`src/pcd_pkg.sv`:
```
// Constants, field layout and state encoding for the parity control and decode block.
// Contract
// - Unused bits read zero, writes ignored
// - Enabled errors drive data lines 16, 17
// - Report enable bit is writable, reset clears
// - Force bit writes wrong parity to memory
// - Force bit is writable, reset clears
// - Error captures address 11-17 and 18-21
// - Extended read shows bits 18-21 at 5-8
// - Otherwise field shows stored or captured address
// - Address field writable, kept through reset
// - Newest error overwrites stored address
// - Capture resolves to one kiloword segment
// - Read parity error sets bit 15
// - Bit 15 writable, reset clears
// - Start straps pick 4 kiloword boundary
// - High start needs extended addressing both ends
// - Size is sum of two strap groups
// - Register at one of eight strapped addresses
// - Register needs enable in, disable out
// - Inhibit strap blocks data line 17
// - Parity generated and checked per byte
// - Bank select deselects memory, qualifies register
package pcd_pkg;
  // Register bit positions.
  localparam int BIT_EN = 0;
  localparam int BIT_WWP = 2;
  localparam int FLD_LSB = 5;
  localparam int FLD_MSB = 11;
  localparam int HI_MSB = 8;
  localparam int BIT_XRD = 14;
  localparam int BIT_ERR = 15;
  // Bits that always read as zero.
  localparam logic [15:0] RSV_MASK = 16'h301a;
  // Reset values of the control bits.
  localparam logic EN_RST = 1'b0;
  localparam logic WWP_RST = 1'b0;
  localparam logic ERR_RST = 1'b0;
  localparam logic XRD_RST = 1'b0;
  // Failed address slices of the byte address.
  localparam int FAIL_LO_LSB = 11;
  localparam int FAIL_LO_MSB = 17;
  localparam int FAIL_HI_LSB = 18;
  localparam int FAIL_HI_MSB = 21;
  // A 4 kiloword block starts at byte address bit 13.
  localparam int BLK_LSB = 13;
  // Register slot decode inside the I/O page.
  localparam int IO_OFF_W = 13;
  localparam logic [12:0] REG_IO_BASE = 13'h1440;
  // Size strap sums: low group counts 8 kiloword steps, high group 128 kilowords.
  localparam logic [7:0] SZ_LO_MAX = 8'h0f;
  localparam logic [7:0] SZ_HI_MAX = 8'h03;
  localparam logic [7:0] SZ_HI_UNITS = 8'h10;
  // Byte lane masks.
  localparam logic [15:0] MASK_LO = 16'h00ff;
  localparam logic [15:0] MASK_HI = 16'hff00;
  localparam logic [15:0] MASK_ALL = 16'hffff;
  // Controller states, Gray coded along idle, wait, idle.
  typedef enum logic [1:0] {
    ST_IDLE = 2'h0,
    ST_WAIT = 2'h1
  } pcd_state_t;
endpackage

```
`src/pcd_parity_ctrl.sv`:
```
// Parity control register, memory and register address decode and parity check.
`timescale 1ns/100ps
module pcd_parity_ctrl #(
  parameter int ADDR_W = 22
) (
  // Clock, reset and clock enable.
  input wire logic clk,
  input wire logic reset,
  input wire logic ce,
  // Bus request, one-cycle pulses with address and write data.
  input wire logic bus_read,
  input wire logic bus_write,
  input wire logic bus_byte,
  input wire logic [ADDR_W-1:0] bus_addr,
  input wire logic [15:0] bus_wdata,
  input wire logic io_page_bank_select,
  // Bus answer: data lines 0 to 17 with their drive enable.
  output logic reply_r,
  output logic [15:0] rdata_r,
  output logic perr16_r,
  output logic perr17_r,
  output logic rdata_oe_r,
  // Straps, high means installed.
  input wire logic register_enable_strap,
  input wire logic register_disable_strap,
  input wire logic parity_inhibit_strap,
  input wire logic [2:0] reg_addr_straps,
  input wire logic [4:0] start_address_straps,
  input wire logic [3:0] ext_start_straps,
  input wire logic [3:0] extended_address_straps,
  input wire logic [3:0] size_lo_straps,
  input wire logic [1:0] size_hi_straps,
  // Memory array port.
  output logic mem_rd_r,
  output logic mem_wr_r,
  output logic [ADDR_W-2:0] mem_addr_r,
  output logic [15:0] mem_wdata_r,
  output logic [1:0] mem_be_r,
  output logic [1:0] mem_wpar_r,
  input wire logic mem_rd_valid,
  input wire logic [15:0] mem_rdata,
  input wire logic [1:0] mem_rpar,
  // Error lamp, lit while the error bit is set.
  output logic parity_led_r
);

  ////////////////////////////////////////////////////////////////////////////
  // Odd parity per byte, so an all-zero byte never looks correct by accident.
  function automatic logic [1:0] byte_par(input logic [15:0] d);
    byte_par = {~^d[15:8], ~^d[7:0]};
  endfunction

  // Control and captured state.
  pcd_pkg::pcd_state_t st_r, st_nxt;
  logic en_r, en_nxt;
  logic wwp_r, wwp_nxt;
  logic xrd_r, xrd_nxt;
  logic err_r, err_nxt;
  logic [6:0] fld_r, fld_nxt;
  logic [3:0] hi_r, hi_nxt;
  logic [ADDR_W-1:0] hold_r, hold_nxt;
  // Output next values.
  logic reply_nxt, oe_nxt, p16_nxt, p17_nxt, mrd_nxt, mwr_nxt;
  logic [15:0] rdata_nxt, mwd_nxt;
  logic [ADDR_W-2:0] maddr_nxt;
  logic [1:0] mbe_nxt, mpar_nxt;
  // Decode terms.
  logic ext_en, mem_hit, reg_hit, perr_now;
  logic [8:0] blk, start_blk;
  logic [9:0] diff;
  logic [7:0] size_blk;
  logic [15:0] rd_val, store_val, wmask, wr_val;

  ////////////////////////////////////////////////////////////////////////////
  // Address decode for memory and for the register slot.
  always_comb begin
    // Without extended addressing the top address bits are not decoded.
    ext_en = |extended_address_straps;
    blk = bus_addr[ADDR_W-1:pcd_pkg::BLK_LSB];
    if (!ext_en) begin
      blk[8:5] = 4'h0;
    end
    // Start block in 4 kiloword units, lowest strap is the lowest bit.
    start_blk = {ext_en ? ext_start_straps : 4'h0, start_address_straps};
    // Size in 4 kiloword blocks, the sum of both strap groups.
    size_blk = 8'((pcd_pkg::SZ_LO_MAX - {4'h0, size_lo_straps} + 8'h01)
      + (pcd_pkg::SZ_HI_MAX - {6'h00, size_hi_straps}) * pcd_pkg::SZ_HI_UNITS) << 1;
    diff = {1'b0, blk} - {1'b0, start_blk};
    // Memory stays off the bus during I/O page cycles.
    mem_hit = !io_page_bank_select && !diff[9] && (diff < {2'b00, size_blk});
    // One of eight word slots, chosen by three straps read inverted.
    reg_hit = io_page_bank_select && register_enable_strap && !register_disable_strap
      && (bus_addr[pcd_pkg::IO_OFF_W-1:0]
      == pcd_pkg::REG_IO_BASE + {9'h000, ~reg_addr_straps, 1'b0});
  end

  ////////////////////////////////////////////////////////////////////////////
  // Register read view and write merge.
  always_comb begin
    // Stored image, reserved bits held at zero.
    store_val = 16'h0000;
    store_val[pcd_pkg::BIT_EN] = en_r;
    store_val[pcd_pkg::BIT_WWP] = wwp_r;
    store_val[pcd_pkg::FLD_MSB:pcd_pkg::FLD_LSB] = fld_r;
    store_val[pcd_pkg::BIT_XRD] = xrd_r;
    store_val[pcd_pkg::BIT_ERR] = err_r;
    rd_val = store_val & ~pcd_pkg::RSV_MASK;
    // Extended view replaces the field with the upper failed address.
    if (xrd_r) begin
      rd_val[pcd_pkg::FLD_MSB:pcd_pkg::FLD_LSB] = {3'h0, hi_r};
    end
    // Byte writes touch only their own lane.
    if (!bus_byte) begin
      wmask = pcd_pkg::MASK_ALL;
    end else if (bus_addr[0]) begin
      wmask = pcd_pkg::MASK_HI;
    end else begin
      wmask = pcd_pkg::MASK_LO;
    end
    wr_val = (store_val & ~wmask) | (bus_wdata & wmask);
    // Parity mismatch on either byte of returned data.
    perr_now = |(mem_rpar ^ byte_par(mem_rdata));
  end

  ////////////////////////////////////////////////////////////////////////////
  // Next state: requests are taken only in idle, memory reads wait for data.
  always_comb begin
    st_nxt = st_r;
    en_nxt = en_r;
    wwp_nxt = wwp_r;
    xrd_nxt = xrd_r;
    err_nxt = err_r;
    fld_nxt = fld_r;
    hi_nxt = hi_r;
    hold_nxt = hold_r;
    reply_nxt = 1'b0;
    oe_nxt = 1'b0;
    p16_nxt = 1'b0;
    p17_nxt = 1'b0;
    rdata_nxt = rdata_r;
    mrd_nxt = 1'b0;
    mwr_nxt = 1'b0;
    maddr_nxt = mem_addr_r;
    mwd_nxt = mem_wdata_r;
    mbe_nxt = mem_be_r;
    mpar_nxt = mem_wpar_r;
    case (st_r)
      pcd_pkg::ST_IDLE: begin
        if (reg_hit && bus_read) begin
          // Register read answers on the next edge.
          reply_nxt = 1'b1;
          oe_nxt = 1'b1;
          rdata_nxt = rd_val;
        end else if (reg_hit && bus_write) begin
          // Reserved positions never reach storage.
          en_nxt = wr_val[pcd_pkg::BIT_EN];
          wwp_nxt = wr_val[pcd_pkg::BIT_WWP];
          fld_nxt = wr_val[pcd_pkg::FLD_MSB:pcd_pkg::FLD_LSB];
          xrd_nxt = wr_val[pcd_pkg::BIT_XRD];
          err_nxt = wr_val[pcd_pkg::BIT_ERR];
          reply_nxt = 1'b1;
        end else if (mem_hit && bus_read) begin
          mrd_nxt = 1'b1;
          maddr_nxt = bus_addr[ADDR_W-1:1];
          hold_nxt = bus_addr;
          st_nxt = pcd_pkg::ST_WAIT;
        end else if (mem_hit && bus_write) begin
          // Parity is made per byte; the force bit inverts both.
          mwr_nxt = 1'b1;
          maddr_nxt = bus_addr[ADDR_W-1:1];
          mwd_nxt = bus_wdata;
          mbe_nxt = {wmask[15], wmask[0]};
          mpar_nxt = byte_par(bus_wdata) ^ {wwp_r, wwp_r};
          reply_nxt = 1'b1;
        end
      end
      pcd_pkg::ST_WAIT: begin
        if (mem_rd_valid) begin
          reply_nxt = 1'b1;
          oe_nxt = 1'b1;
          rdata_nxt = mem_rdata;
          st_nxt = pcd_pkg::ST_IDLE;
          if (perr_now) begin
            // Both address parts come from the same failing access; bits
            // below 11 are dropped, so the result names a 1K segment.
            err_nxt = 1'b1;
            fld_nxt = hold_r[pcd_pkg::FAIL_LO_MSB:pcd_pkg::FAIL_LO_LSB];
            hi_nxt = hold_r[pcd_pkg::FAIL_HI_MSB:pcd_pkg::FAIL_HI_LSB];
            p16_nxt = en_r;
            p17_nxt = en_r && !parity_inhibit_strap;
          end
        end
      end
      default: begin
        st_nxt = pcd_pkg::ST_IDLE;
      end
    endcase
  end

  ////////////////////////////////////////////////////////////////////////////
  // Registers; the address field and backup are data and keep their value
  // through bus initialise, so software can read them after a restart.
  always_ff @(posedge clk) begin
    if (reset) begin
      st_r <= pcd_pkg::ST_IDLE;
      en_r <= pcd_pkg::EN_RST;
      wwp_r <= pcd_pkg::WWP_RST;
      xrd_r <= pcd_pkg::XRD_RST;
      err_r <= pcd_pkg::ERR_RST;
      reply_r <= 1'b0;
      rdata_oe_r <= 1'b0;
      perr16_r <= 1'b0;
      perr17_r <= 1'b0;
      rdata_r <= 16'h0000;
      mem_rd_r <= 1'b0;
      mem_wr_r <= 1'b0;
      mem_addr_r <= '0;
      mem_wdata_r <= 16'h0000;
      mem_be_r <= 2'h0;
      mem_wpar_r <= 2'h0;
      parity_led_r <= 1'b0;
    end else if (ce) begin
      st_r <= st_nxt;
      en_r <= en_nxt;
      wwp_r <= wwp_nxt;
      xrd_r <= xrd_nxt;
      err_r <= err_nxt;
      reply_r <= reply_nxt;
      rdata_oe_r <= oe_nxt;
      perr16_r <= p16_nxt;
      perr17_r <= p17_nxt;
      rdata_r <= rdata_nxt;
      mem_rd_r <= mrd_nxt;
      mem_wr_r <= mwr_nxt;
      mem_addr_r <= maddr_nxt;
      mem_wdata_r <= mwd_nxt;
      mem_be_r <= mbe_nxt;
      mem_wpar_r <= mpar_nxt;
      parity_led_r <= err_nxt;
    end
  end

  // Data registers without reset.
  always_ff @(posedge clk) begin
    if (ce) begin
      fld_r <= fld_nxt;
      hi_r <= hi_nxt;
      hold_r <= hold_nxt;
    end
  end
endmodule

```
`config.mk`:
```
export PLATFORM = sky130hd
export DESIGN_NAME = pcd_parity_ctrl
export DESIGN_NICKNAME = d
export VERILOG_FILES = /design/src/pcd_pkg.sv /design/src/pcd_parity_ctrl.sv
export SDC_FILE = /design/constraint.sdc
export NUM_CORES = 1
export LEC_CHECK = 0
export BUFFER_PORTS_ARGS = -buffer_cell sky130_fd_sc_hd__clkbuf_2
export CORE_ASPECT_RATIO = 0.7
export CORE_MARGIN = 4
export CORE_UTILIZATION = 30
export DETAILED_ROUTE_END_ITERATION = 6
export PLACE_DENSITY = 0.54
export SKIP_CTS_REPAIR_TIMING = 1
export SKIP_LAST_GASP = 1
export SLEW_MARGIN = 30
export SYNTH_ARGS = -nofsm -noshare
export SYNTH_HDL_FRONTEND = slang
export SYNTH_SLANG_ARGS = --single-unit
```
`constraint.sdc`:
```
create_clock -name clk -period 3.9 [get_ports clk]
set_input_delay 0 -clock clk [delete_from_list [all_inputs] [get_ports clk]]
set_output_delay 0 -clock clk [all_outputs]
set_load 0.02 [all_outputs]
```
==> metrics <==
status=finished with violations; failing checks=negative hold slack; clock slew at reported path FFs=70 ps; Clock Skews=7.39 ps; Fin. Hold Viols=1; die area=17400 µm²; number of buffers and inverters on the critical path=3; Yosys reg bits=90; Slew Limit Headroom=41.9%; Top Ports=153; CTS buffer count=9; Post-Syn Nets=607; DP HPWL=10600 µm; Final period util=91.9%; first-pass GRT wire length=21700 µm; Avg Inst Size Synth=9.15 µm²; CP Data Required Time=4150 ps; maximum VDD drop=189 µV; Top delay family on crit path=compound AO/OA/AOI/OAI gates; diode count=0; final slew viol count=0; cell with the largest stage delay on the worst path=dlygate4sd3_1; vias per inst=4.82; vias in the first global route=4110; Die Span Y=112 µm; grt met1 use=21.4%; CTS root buf=clkbuf_16; utilization after layout=42.1%; Max Root-Sink Buffers=2; count of cell types in the netlist=50; Overall Global Routing Usage=15.7%; final setup vio count=0; area leader, netlist=dfxtp_1; Post-synth EDFFs=22; Area Growth Syn to Fin=36.2%; Cell Area, Synth=4590 µm²; Starting DRT DRC Count=343; Fill cells=1467; worst min-delay path class=in2reg; Hold Worst Slack=-38.7 ps; antenna violations before repair=0; Buffers on Ports=152; Sink Count=90; max incr delay on CP=530 ps; antenna-violating nets left=0; setup ws final=317 ps; unrepaired setup endpoints after global routing=no; most used routing layer=met2; R2R setup slack=1620 ps; Post-Place Worst Slack=250 ps; Ys Warns=0; critical path class=in2reg; core area=14900 µm²; drt total wl=14100 µm; max-cap viol count=0; count leader, synth=nand2_1; Routed WL per cell=15.9 µm; Main synth FF type=dfxtp_1; CTS tree=yes; leading post-synthesis cells by cell area=dfxtp_1, edfxtp_1, mux2i_1, nand2_1, xnor2_1; top cell type's share of synthesized area=29.6%; placer congestion estimate=0.852; met3 Track Usage GR=6.22%; largest net degree at the start of global routing=46; FP Rows=37; GR Util met2=23.4%; Startpoint Class=input pin; pwr/cell area=351 nW/µm²; H-tree depth=3; vias=4259; Register Area=2020 µm²; area of the multi-input gates=2420 µm²; die width=156 µm; Crit. End Element=flop; cell area after placement=5560 µm²; DRC Markers=0; Placed Cells=826; critical path arrival=3830 ps; FFs w/ async S/R, synth=0%; time the worst path needs with I/O delays and setup=3580 ps; drt first pass iters=5; cell count after synthesis=502; top post-synthesis cells by count=nand2_1, dfxtp_1, o21ai_0, mux2i_1, a21oi_1; Clk Latency, worst-skew pair=350 ps; final cell count without fillers=884; grt ovf=0; # nets final=789; Max Fclk=0.279 GHz; setup_tns=0 ps; CP Cell Sequence=dlygate4sd3_1 > clkbuf_2 > ha_1 > a21o_1 > a31o_2 > a31o_2 > a21o_1 > a21oi_1 > xnor2_1 > ha_1 > a211oi_1 > o21ai_0 > nor3_1 > and3_1 > buf_4 > a21oi_1 > a311oi_1; Starting Density=30.9%; sequential area share after synthesis=44.0%; post-route cell area=6260 µm²; top fanout value on the critical path=23; Total Power=2.19 mW; share of cells above drive strength 1=27.6%; Slew @ Worst Pin=872 ps; Static Leak=2.61 nW
==> cell usage in the layout (no fill, tap or decap), types with 15 or more instances in the layout <==
cell type      count
nor2_1            23
a21oi_1           32
ha_1              15
mux2i_1           33
nand3_1           21
edfxtp_1          22
nand2_1           76
xor2_1            16
o21ai_0           37
clkbuf_2         151
dfxtp_1           68
xnor2_1           24
dlygate4sd3_1     42
==> worst paths after layout <==
check	from	depth (start not counted)	endpoint
setup reg to reg	st_r[0]	8	mem_wpar_r[0]
setup / recovery	bus_addr[14]	17	mem_wpar_r[0]
hold / removal	mem_rdata[12]	3	rdata_r[12]
hold reg to reg	hold_r[21]	0	hi_r[3]
==> cell families (layout without fill, tap and decap cells) <==
| family | count (synthesis) | after routing | share of synthesized area [%] |
|---|---|---|---|
| AO/OA/AOI/OAI | 104 | 104 | 13.6 |
| buffers and inverters | 43 | 230 | 3.57 |
| flip-flops | 90 | 90 | 44.0 |
| adder cells (fa/ha/maj) | 16 | 16 | 4.52 |
| AND/OR/NAND/NOR | 170 | 170 | 17.5 |
| multiplexers | 37 | 37 | 8.17 |
| XOR/XNOR | 42 | 42 | 8.61 |
==> worst min-delay path, delay by kind of cell <==
family                 cells  cell delay (ps)
AO/OA/AOI/OAI              1               80
buffers and inverters      1              100
AND/OR/NAND/NOR            1               90
==> final cells by class <==
class	count	area share (%)
Multi-Input combinational cell	369	38.7
Sequential cell	90	32.3
Clock buffer	10	3.66
Clock inverter	6	0.680
Tap cell	195	3.90
Timing Repair Buffer	201	19.9
Inverter	13	0.780
==> per-layer routing <==
| layer | wire, µm | vias up | share of wire, % |
|---|---|---|---|
| li1 | - | 2126 | - |
| met1 | 6640 | 1968 | 47 |
| met2 | 6100 | 150 | 43 |
| met3 | 1130 | 15 | 8.0 |
| met4 | 202 | 0 | 1.4 |
| met5 | 0 | - | 0 |
==> report_power, final <==
group / internal [mW] / leakage, nW / total [mW] / switching (mW)
Sequential: 0.966 / 0.746 / 0.972 / 0.00619
Combinational: 0.185 / 1.74 / 0.415 / 0.230
Clock: 0.433 / 0.125 / 0.808 / 0.374
Power figures use the tool's default switching activity.
